===== src/cbm_map.vh =====
`ifndef CBM_MAP_VH
`define CBM_MAP_VH

// ---------------------------------------------------------------
// select decode
// ---------------------------------------------------------------
`define CBM_SEL_CODE 8'hB4
`define CBM_OPEN_BUS 8'hFF

// ---------------------------------------------------------------
// flag byte layout
// ---------------------------------------------------------------
`define CBM_FLAG_IDLE_BIT 7
`define CBM_FLAG_PBUSY_BIT 0

// ---------------------------------------------------------------
// pointer window offsets (12-bit memory window)
// ---------------------------------------------------------------
`define CBM_SRC_START_LO 12'h820
`define CBM_SRC_START_HI 12'h821
`define CBM_SRC_CUR_LO 12'h822
`define CBM_SRC_CUR_HI 12'h823
`define CBM_DST_START_LO 12'h860
`define CBM_DST_START_HI 12'h861
`define CBM_DST_CUR_LO 12'h862
`define CBM_DST_CUR_HI 12'h863
`define CBM_MOVE_LEN 12'h830

// ---------------------------------------------------------------
// reset values and sizes
// ---------------------------------------------------------------
`define CBM_PTR_RST 8'h00
`define CBM_LEN_RST 8'h00
`define CBM_UNMAPPED_RD 8'h00
`define CBM_FIFO_DEPTH 4
`define CBM_FIFO_AW 2

`endif


===== src/cbm_mover.v =====
`timescale 1ns/1ns
`include "cbm_map.vh"
// How it works
// - any address with bits 7, 5, 4 and 2 set selects, B4 hex among them; then flag reads are answered.
// - select is a four-input AND of address bits 7, 5, 4 and 2.
// - when not selected the flag bus stays undriven, reading FF.
// - the initialize command deselects the controller.
// - idle flag bit 7 high before a move, low during, high after.
// - idle flag drops on the very edge the move command is taken.
// - initialize, or device clear while selected, aborts the move and sets idle.
// - printer busy shows on flag bit 0; open cable reads high.
// - a move loads source current from source start, then advances it.
// - current pointers stop changing no later than idle rises.
// - interrupt request copies idle one cycle later: high after idle is high, low otherwise.

// limitation: a move copies move_len characters and stops; end
// markers, margins and wrap are not handled here
module cbm_mover (
  // clock and reset
  input wire ref_clk,
  input wire rst_n,
  // host i/o select and commands
  input wire io_sel_strobe,
  input wire [7:0] io_addr,
  input wire flag_byte_read,
  input wire device_clear_cmd,
  input wire init_cmd,
  input wire move_cmd,
  // flag byte onto the host data bus
  output reg [7:0] flag_data_out,
  output reg flag_data_oe,
  // interrupt request
  output reg irq,
  // printer cable status pin
  input wire printer_busy_pin,
  // pointer window access
  input wire [11:0] reg_addr,
  input wire reg_wr,
  input wire [7:0] reg_wdata,
  input wire reg_rd,
  output reg [7:0] reg_rdata,
  output reg reg_rvalid,
  // memory read port (source)
  output reg mem_rd_req,
  output reg [15:0] mem_rd_addr,
  input wire mem_rd_ack,
  input wire [7:0] mem_rd_data,
  // memory write port (destination)
  output reg mem_wr_req,
  output reg [15:0] mem_wr_addr,
  output reg [7:0] mem_wr_data,
  input wire mem_wr_ack
);

  // ---------------------------------------------------------------
  // state
  // ---------------------------------------------------------------
  // two states do; the fifo absorbs the speed gap of the two ports
  localparam MV_IDLE = 1'b0;
  localparam MV_RUN = 1'b1;

  reg mv_state;
  reg selected;
  reg [15:0] src_start;
  reg [15:0] src_cur;
  reg [15:0] dst_start;
  reg [15:0] dst_cur;
  reg [7:0] move_len;
  reg [8:0] rd_left;
  reg [8:0] wr_left;
  wire printer_busy;
  wire sel_match;
  wire abort;
  wire busy;
  wire start;
  wire fifo_in_valid;
  wire fifo_in_ready;
  wire fifo_out_valid;
  wire fifo_out_ready;
  wire [7:0] fifo_out_data;
  wire rd_done;
  wire wr_done;
  wire last_wr;
  wire [7:0] flag_byte;

  // ---------------------------------------------------------------
  // pin synchroniser
  // ---------------------------------------------------------------
  // resets high so an unplugged cable never reads stuck low
  cbm_sync #(
    .RST_VAL(1'b1)
  ) u_pbusy_sync (
    .ref_clk(ref_clk),
    .rst_n(rst_n),
    .async_in(printer_busy_pin),
    .sync_out(printer_busy)
  );

  // ---------------------------------------------------------------
  // select decode and commands
  // ---------------------------------------------------------------
  // only the high bits of the code are wired to the gate, so any
  // address holding all four of them selects too (FF selects all)
  assign sel_match = io_addr[7] & io_addr[5] & io_addr[4] & io_addr[2];
  // device clear reaches only a selected controller; init reaches all
  assign abort = init_cmd | (device_clear_cmd & selected);
  assign busy = (mv_state == MV_RUN);
  assign start = move_cmd & selected & ~abort;

  // selection latch
  // init wins over a select strobe in the same cycle
  always @(posedge ref_clk or negedge rst_n) begin
    if (!rst_n) begin
      selected <= 1'b0;
    end else if (init_cmd) begin
      selected <= 1'b0;
    end else if (io_sel_strobe) begin
      selected <= sel_match;
    end
  end

  // ---------------------------------------------------------------
  // flag byte read
  // ---------------------------------------------------------------
  assign flag_byte = {~busy, 6'h00, printer_busy};

  // answer one cycle after the read strobe, for one cycle
  always @(posedge ref_clk or negedge rst_n) begin
    if (!rst_n) begin
      flag_data_out <= `CBM_OPEN_BUS;
      flag_data_oe <= 1'b0;
    end else if (flag_byte_read & selected) begin
      flag_data_out <= flag_byte;
      flag_data_oe <= 1'b1;
    end else begin
      flag_data_out <= `CBM_OPEN_BUS;
      flag_data_oe <= 1'b0;
    end
  end

  // interrupt follows the idle flag
  // one cycle behind the flag, since it is registered
  always @(posedge ref_clk or negedge rst_n) begin
    if (!rst_n) begin
      irq <= 1'b1;
    end else begin
      irq <= ~busy;
    end
  end

  // ---------------------------------------------------------------
  // move sequencer
  // ---------------------------------------------------------------
  assign rd_done = mem_rd_req & mem_rd_ack;
  assign wr_done = mem_wr_req & mem_wr_ack;
  assign last_wr = wr_done & (wr_left == 9'h001);

  // idle drops on the command edge itself, so a read right after
  // the command already sees busy
  always @(posedge ref_clk or negedge rst_n) begin
    if (!rst_n) begin
      mv_state <= MV_IDLE;
    end else begin
      case (mv_state)
        MV_IDLE: begin
          if (start) begin
            mv_state <= MV_RUN;
          end
        end
        MV_RUN: begin
          if (abort) begin
            mv_state <= MV_IDLE;
          end else if (start) begin
            // a restart reloads the counters; keep running
            mv_state <= MV_RUN;
          end else if (last_wr || wr_left == 9'h000) begin
            mv_state <= MV_IDLE;
          end
        end
        default: begin
          mv_state <= MV_IDLE;
        end
      endcase
    end
  end

  // ---------------------------------------------------------------
  // source fetch side
  // ---------------------------------------------------------------
  // one read outstanding; space is checked before asking, and the
  // fifo only drains meanwhile, so the answer always fits
  assign fifo_in_valid = rd_done & busy;

  always @(posedge ref_clk or negedge rst_n) begin
    if (!rst_n) begin
      mem_rd_req <= 1'b0;
      mem_rd_addr <= 16'h0000;
      rd_left <= 9'h000;
    end else if (abort) begin
      mem_rd_req <= 1'b0;
      rd_left <= 9'h000;
    end else if (start) begin
      // a restart drops any request still waiting; its late ack
      // finds the request low and is ignored
      mem_rd_req <= 1'b0;
      rd_left <= {1'b0, move_len};
    end else if (busy) begin
      if (rd_done) begin
        mem_rd_req <= 1'b0;
        rd_left <= rd_left - 9'h001;
      end else if (!mem_rd_req && rd_left != 9'h000 && fifo_in_ready) begin
        mem_rd_req <= 1'b1;
        mem_rd_addr <= src_cur;
      end
    end
  end

  // ---------------------------------------------------------------
  // character buffer
  // ---------------------------------------------------------------
  // flushed on start and abort so no stale byte leaks into a move
  cbm_fifo #(
    .WIDTH(8),
    .DEPTH(`CBM_FIFO_DEPTH),
    .AW(`CBM_FIFO_AW)
  ) u_fifo (
    .ref_clk(ref_clk),
    .rst_n(rst_n),
    .flush(abort | start),
    .in_valid(fifo_in_valid),
    .in_ready(fifo_in_ready),
    .in_data(mem_rd_data),
    .out_valid(fifo_out_valid),
    .out_ready(fifo_out_ready),
    .out_data(fifo_out_data)
  );

  // ---------------------------------------------------------------
  // destination store side
  // ---------------------------------------------------------------
  // a slow write port stalls the pop, which backs up into fetches
  assign fifo_out_ready = busy & ~abort & ~mem_wr_req & fifo_out_valid;

  always @(posedge ref_clk or negedge rst_n) begin
    if (!rst_n) begin
      mem_wr_req <= 1'b0;
      mem_wr_addr <= 16'h0000;
      mem_wr_data <= 8'h00;
      wr_left <= 9'h000;
    end else if (abort) begin
      mem_wr_req <= 1'b0;
      wr_left <= 9'h000;
    end else if (start) begin
      // same as the fetch side: a restart forgets the old request
      mem_wr_req <= 1'b0;
      wr_left <= {1'b0, move_len};
    end else if (busy) begin
      if (wr_done) begin
        mem_wr_req <= 1'b0;
        wr_left <= wr_left - 9'h001;
      end else if (fifo_out_ready) begin
        mem_wr_req <= 1'b1;
        mem_wr_addr <= dst_cur;
        mem_wr_data <= fifo_out_data;
      end
    end
  end

  // ---------------------------------------------------------------
  // pointer window: start, current and length registers
  // ---------------------------------------------------------------
  // host writes to current pointers are ignored mid-move so the
  // move's own updates are never torn
  always @(posedge ref_clk or negedge rst_n) begin
    if (!rst_n) begin
      src_start <= {`CBM_PTR_RST, `CBM_PTR_RST};
      dst_start <= {`CBM_PTR_RST, `CBM_PTR_RST};
      src_cur <= {`CBM_PTR_RST, `CBM_PTR_RST};
      dst_cur <= {`CBM_PTR_RST, `CBM_PTR_RST};
      move_len <= `CBM_LEN_RST;
    end else begin
      if (reg_wr) begin
        case (reg_addr)
          `CBM_SRC_START_LO: src_start[7:0] <= reg_wdata;
          `CBM_SRC_START_HI: src_start[15:8] <= reg_wdata;
          `CBM_DST_START_LO: dst_start[7:0] <= reg_wdata;
          `CBM_DST_START_HI: dst_start[15:8] <= reg_wdata;
          `CBM_MOVE_LEN: move_len <= reg_wdata;
          default: begin
          end
        endcase
      end
      if (start) begin
        src_cur <= src_start;
        dst_cur <= dst_start;
      end else if (busy) begin
        // abort freezes the pointers on the same edge
        if (rd_done && !abort) begin
          src_cur <= src_cur + 16'h0001;
        end
        if (wr_done && !abort) begin
          dst_cur <= dst_cur + 16'h0001;
        end
      end else if (reg_wr) begin
        case (reg_addr)
          `CBM_SRC_CUR_LO: src_cur[7:0] <= reg_wdata;
          `CBM_SRC_CUR_HI: src_cur[15:8] <= reg_wdata;
          `CBM_DST_CUR_LO: dst_cur[7:0] <= reg_wdata;
          `CBM_DST_CUR_HI: dst_cur[15:8] <= reg_wdata;
          default: begin
          end
        endcase
      end
    end
  end

  // read answer one cycle after the strobe
  always @(posedge ref_clk or negedge rst_n) begin
    if (!rst_n) begin
      reg_rdata <= 8'h00;
      reg_rvalid <= 1'b0;
    end else begin
      reg_rvalid <= reg_rd;
      if (reg_rd) begin
        case (reg_addr)
          `CBM_SRC_START_LO: reg_rdata <= src_start[7:0];
          `CBM_SRC_START_HI: reg_rdata <= src_start[15:8];
          `CBM_SRC_CUR_LO: reg_rdata <= src_cur[7:0];
          `CBM_SRC_CUR_HI: reg_rdata <= src_cur[15:8];
          `CBM_DST_START_LO: reg_rdata <= dst_start[7:0];
          `CBM_DST_START_HI: reg_rdata <= dst_start[15:8];
          `CBM_DST_CUR_LO: reg_rdata <= dst_cur[7:0];
          `CBM_DST_CUR_HI: reg_rdata <= dst_cur[15:8];
          `CBM_MOVE_LEN: reg_rdata <= move_len;
          default: reg_rdata <= `CBM_UNMAPPED_RD;
        endcase
      end
    end
  end

endmodule


===== src/cbm_sync.v =====
`timescale 1ns/1ns
// ---------------------------------------------------------------
// two-flop level synchroniser
// ---------------------------------------------------------------
module cbm_sync #(
  parameter RST_VAL = 1'b1
) (
  // clock and reset
  input wire ref_clk,
  input wire rst_n,
  // level in and out
  input wire async_in,
  output reg sync_out
);

  reg stage1;

  // first stage feeds only the second
  always @(posedge ref_clk or negedge rst_n) begin
    if (!rst_n) begin
      stage1 <= RST_VAL;
      sync_out <= RST_VAL;
    end else begin
      stage1 <= async_in;
      sync_out <= stage1;
    end
  end

endmodule


===== src/cbm_fifo.v =====
`timescale 1ns/1ns
// ---------------------------------------------------------------
// small character fifo, valid/ready on both sides
// ---------------------------------------------------------------
module cbm_fifo #(
  parameter WIDTH = 8,
  parameter DEPTH = 4,
  parameter AW = 2
) (
  // clock and reset
  input wire ref_clk,
  input wire rst_n,
  // flush drops all entries
  input wire flush,
  // fill side
  input wire in_valid,
  output wire in_ready,
  input wire [WIDTH-1:0] in_data,
  // drain side
  output wire out_valid,
  input wire out_ready,
  output wire [WIDTH-1:0] out_data
);

  reg [WIDTH-1:0] mem [0:DEPTH-1];
  reg [AW-1:0] wr_ptr;
  reg [AW-1:0] rd_ptr;
  reg [AW:0] count;
  wire push;
  wire pop;

  assign in_ready = (count != DEPTH[AW:0]);
  assign out_valid = (count != {(AW+1){1'b0}});
  assign out_data = mem[rd_ptr];
  assign push = in_valid & in_ready;
  assign pop = out_valid & out_ready;

  // storage needs no reset; pointers do
  always @(posedge ref_clk) begin
    if (push) begin
      mem[wr_ptr] <= in_data;
    end
  end

  // pointer and occupancy bookkeeping
  always @(posedge ref_clk or negedge rst_n) begin
    if (!rst_n) begin
      wr_ptr <= {AW{1'b0}};
      rd_ptr <= {AW{1'b0}};
      count <= {(AW+1){1'b0}};
    end else if (flush) begin
      wr_ptr <= {AW{1'b0}};
      rd_ptr <= {AW{1'b0}};
      count <= {(AW+1){1'b0}};
    end else begin
      if (push) begin
        wr_ptr <= wr_ptr + 1'b1;
      end
      if (pop) begin
        rd_ptr <= rd_ptr + 1'b1;
      end
      if (push & ~pop) begin
        count <= count + 1'b1;
      end else if (pop & ~push) begin
        count <= count - 1'b1;
      end
    end
  end

endmodule


===== config.mk =====
export PLATFORM = sky130hd
export DESIGN_NAME = cbm_mover
export DESIGN_NICKNAME = d
export VERILOG_FILES = /design/src/cbm_mover.v /design/src/cbm_sync.v /design/src/cbm_fifo.v
export VERILOG_INCLUDE_DIRS = /design/src /design/src/src
export SDC_FILE = /design/constraint.sdc
export NUM_CORES = 1
export LEC_CHECK = 0
export BUFFER_PORTS_ARGS = -buffer_cell sky130_fd_sc_hd__buf_4
export CORE_MARGIN = 2
export CORE_UTILIZATION = 40
export DETAILED_ROUTE_END_ITERATION = 16
export GPL_ROUTABILITY_DRIVEN = 0
export GPL_TIMING_DRIVEN = 0
export PLACE_DENSITY = 0.63
export SYNTH_ARGS = -nofsm -noshare
export SYNTH_HDL_FRONTEND = slang
export SYNTH_SLANG_ARGS = --single-unit

===== constraint.sdc =====
create_clock -name ref_clk -period 2.8 [get_ports ref_clk]
set_input_delay 0.14 -clock ref_clk [delete_from_list [all_inputs] [get_ports ref_clk]]
set_output_delay 0.14 -clock ref_clk [all_outputs]
set_load 0.005 [all_outputs]

==> impl_metrics.yaml <==
global_routing:
  grt_max_degree: 82
  global_route_wire_length_before_repair_um: 44000
  number_of_global_route_vias_before_repair: 7589
  global_route_usage_over_all_layers_pct: 22.3
  antenna_found_initial: 0
  overflow: 0
detailed_routing:
  routed-via-count: 7708
  ant_nets: 0
  avgViaCountPerCell: 5.83
  wl_um: 28200
  first_pass_iteration_count_of_the_detailed_router: 9
  drt_iter0_drc: 767
  routed_wire_length_per_instance_um: 21.3
  post-route-drc-count: 0
synthesis:
  syn-instance-count: 854
  synth-edff-count: 32
  ys_types: 81
  synth_warnings: 0
  most_instantiated_library_cell_after_synthesis: "sky130_fd_sc_hd__dfrtp_1"
  post-synth-top-area-fraction_pct: 39.3
  most_area_consuming_cells_after_synthesis: "sky130_fd_sc_hd__dfrtp_1 (39%), sky130_fd_sc_hd__edfxtp_1 (10%), sky130_fd_sc_hd__mux2_2 (8.2%)"
  asyncSetResetFlopFracSynth_pct: 83.1
  post_synth_most_frequent_cells: "sky130_fd_sc_hd__dfrtp_1 (151), sky130_fd_sc_hd__mux2_2 (70), sky130_fd_sc_hd__nand2_1 (56)"
  synth_top_area_cell: "sky130_fd_sc_hd__dfrtp_1"
  ys_dominant_reg_cell: "sky130_fd_sc_hd__dfrtp_1"
  netlist_area_before_placement_um2: 9620
  avgSynthCellArea_um2: 11.3
  postSynthRegisterBits: 189
  synth_nets: 913
  yosysSeqAreaShare_pct: 50.9
critical_path:
  cp_slowest_cell: "sky130_fd_sc_hd__nor4_4"
  worstSetupEndpointType: "flip-flop"
  timing_worst_setup_path_type: "reg2reg"
  critical_path.startpoint: "busy$_DFF_PN0_"
  crit_path_max_fanout: 9
  required_ps: 3170
  cpPeakStageDelay_ps: 450
  rrSetupSlack_ps: 130
  cp.depth: 9
  critical_path.top_delay_family: "simple AND/OR/NAND/NOR gates"
  crit_end: "u_fifo.count[2]$_DFFE_PN0P_"
  critical_path_buf_inv_count: 3
  r2r_start: "busy$_DFF_PN0_"
  worst_reg2reg_endpoint: "u_fifo.count[2]$_DFFE_PN0P_"
  worstPathCellList: "buf_2 > clkinvlp_4 > nor4_4 > inv_1 > ha_1 > fa_1 > xnor2_1 > or3_1 > a21oi_1"
  worst-r2r-cell-count: 9
  critical_path_arrival_ps: 3040
  cp-start-kind: "flip-flop"
pwr:
  p_leak_nw: 4.97
  switching_share_pct: 28.5
  vdd.ir_drop.worst_v: 0.000372
  share_comb_of_total_power_pct: 8.3
  pwr-share-clk_pct: 42.1
  p_per_area_nw_per_um2: 523
  pwr-share-seq_pct: 49.6
  p_int_w: 0.00434
  power.net_switching_w: 0.00173
final_layout:
  final_cell_count_no_fill: 1321
  num-fill-cells: 2204
  finish.net_count: 1048
  synthToLayoutAreaGrowth_pct: 20.5
  postLayoutCoreUtil_pct: 49.3
  final_layout_size_suffix_gt1_share_pct: 26.6
  n_antenna_cell: 0
timing:
  layout_min_cycle_time_ps: 2670
  finalClockSkew_ps: 12.1
  worst_slew_margin_rel_pct: 13.5
  timing_worst_slew_pin_value_ps: 1290
  fmax_ghz: 0.374
  report.final.setup_viol: 0
  hold_viol_final: 0
  final-max-slew-violation-count: 0
  final_min_period_over_clock_period_pct: 95.5
floorplan:
  chipHeight_um: 159
  pin_count: 109
  die_w_um: 159
  placementRows: 56
  die-area_um2: 25300
  core_region_area_um2: 23500
  starting_density_of_the_core_pct: 40.9
job:
  maxCapViolCount: 0
placed_design:
  dp_hpwl_um: 20000
  placedCellCount: 1275
  io_buffers: 101
clocking:
  cts.clk_slew.worst_paths_ps: 80
  cts_tree: "yes"
  cts.path.max_buffers: 2
  post_cts_setup_buffers: 0
  tritoncts_sink_count: 189
  h_tree_level_count: 4
  cts.root.buffer_cell: "sky130_fd_sc_hd__clkbuf_16"
  cts_made_buffers: 17
  worst_skew_pair.late_latency_ps: 450
run_status:
  run_status: "completed"
min_path:
  min-delay-path-class: "in2reg"
-- through the flow --
step	hold slack, ps	setup TNS (ps)	total power [W]	setup WS [ps]	instance area (um2)
5_1_grt	18.3	-5.57	0.00629	-5.57	11600
6_report	22.7	0	0.00607	127	11600
4_1_cts	16.8	0	0.00610	32.6	11600
3_5_place_dp	164	-234	0.00354	-121	10800
3_3_place_gp	253	-143	0.00353	-108	10800
2_1_floorplan	-156	0	0.00329	435	9620
-- logic make-up after synthesis --
| logic type | Yosys count | synth area share, % |
|---|---|---|
| XOR/XNOR | 11 | 1.00 |
| AND/OR/NAND/NOR | 221 | 12.3 |
| buffers and inverters | 86 | 3.99 |
| multiplexers | 120 | 15.0 |
| flip-flops | 189 | 50.9 |
| adder cells (fa/ha/maj) | 11 | 1.51 |
| AO/OA/AOI/OAI | 216 | 15.4 |
-- cell usage in the layout (no fill, tap or decap), types with 17 or more instances in the layout --
cell type,n
sky130_fd_sc_hd__mux2i_1,32
sky130_fd_sc_hd__dfrtp_1,151
sky130_fd_sc_hd__nor3_1,20
sky130_fd_sc_hd__edfxtp_1,32
sky130_fd_sc_hd__inv_1,30
sky130_fd_sc_hd__clkbuf_1,34
sky130_fd_sc_hd__o21ai_0,31
sky130_fd_sc_hd__o22ai_1,27
sky130_fd_sc_hd__nor2_1,51
sky130_fd_sc_hd__a21oi_1,38
sky130_fd_sc_hd__mux2_2,70
sky130_fd_sc_hd__nand3_1,17
sky130_fd_sc_hd__buf_4,105
sky130_fd_sc_hd__nand2_1,56
sky130_fd_sc_hd__clkbuf_16,17
-- layout make-up --
| class | count | area [um2] | share of cell area (%) |
|---|---|---|---|
| clock inverter | 15 | 194 | 1.67 |
| clock buffer | 17 | 425 | 3.67 |
| timing repair buffer | 116 | 933 | 8.05 |
| multi-input combinational | 579 | 4360 | 37.6 |
| inverter | 31 | 120 | 1.04 |
| buffer | 55 | 269 | 2.32 |
| tap | 319 | 399 | 3.44 |
| sequential | 189 | 4900 | 42.2 |
-- state kept, by name (all words and copies together), names as in the netlist, 2 cells and up --
signal,count
wr_left,9
dst_start,16
u_fifo.mem,32
flag_data_out,3
mem_wr_data,8
dst_cur,16
mem_rd_addr,16
u_fifo.rd_ptr,2
move_len,8
reg_rdata,8
src_cur,16
mem_wr_addr,16
u_fifo.count,3
u_fifo.wr_ptr,2
rd_left,9
src_start,16
-- what timing repair did --
action                                  4_1_cts  5_1_grt
hold buffers                                 14        0
hold endpoints to repair                    110        0
resized for setup                             2        4
endpoints found under the setup margin        2        5
-- per-layer routing --
layer,share of wire [%],GRT usage [%]
met1,43,30.1
met2,47,35.7
met3,7.9,4.85
met4,2.7,7.85
met5,0,0
-- power groups by stage --
| stage | registers (W) | clock network (W) | logic (W) |
|---|---|---|---|
| 3_3_place_gp | 0.00306 | 0 | 0.000473 |
| 5_1_grt | 0.00302 | 0.00271 | 0.000553 |
| 2_1_floorplan | 0.00301 | 0 | 0.000279 |
| 3_5_place_dp | 0.00306 | 0 | 0.000483 |
| 6_report | 0.00301 | 0.00255 | 0.000505 |
| 4_1_cts | 0.00300 | 0.00259 | 0.000502 |
-- how the worst min path moves through the flow --
| stage | start | endpoint | slack (ps) | cells after the start |
|---|---|---|---|---|
| detailed placement | rst_n | mem_wr_addr[10]$_DFFE_PN0P_ | 160 | 1 |
| global route | reg_wdata[3] | src_start[3]$_DFFE_PN0P_ | 20 | 2 |
| finish | io_sel_strobe | selected$_DFFE_PN0P_ | 20 | 4 |
| CTS | io_sel_strobe | selected$_DFFE_PN0P_ | 20 | 4 |
| floorplan | rst_n | busy$_DFF_PN0_ | -160 | 0 |
| global placement | printer_busy_pin | u_pbusy_sync.stage1$_DFF_PN1_ | 250 | 1 |
-- tightest hold or removal path: cells and delay by family --
family	cells	cell delay, ps
compound gates	1	130
buf+inv	2	110
simple gates	1	50
Power figures use the tool's default switching activity.
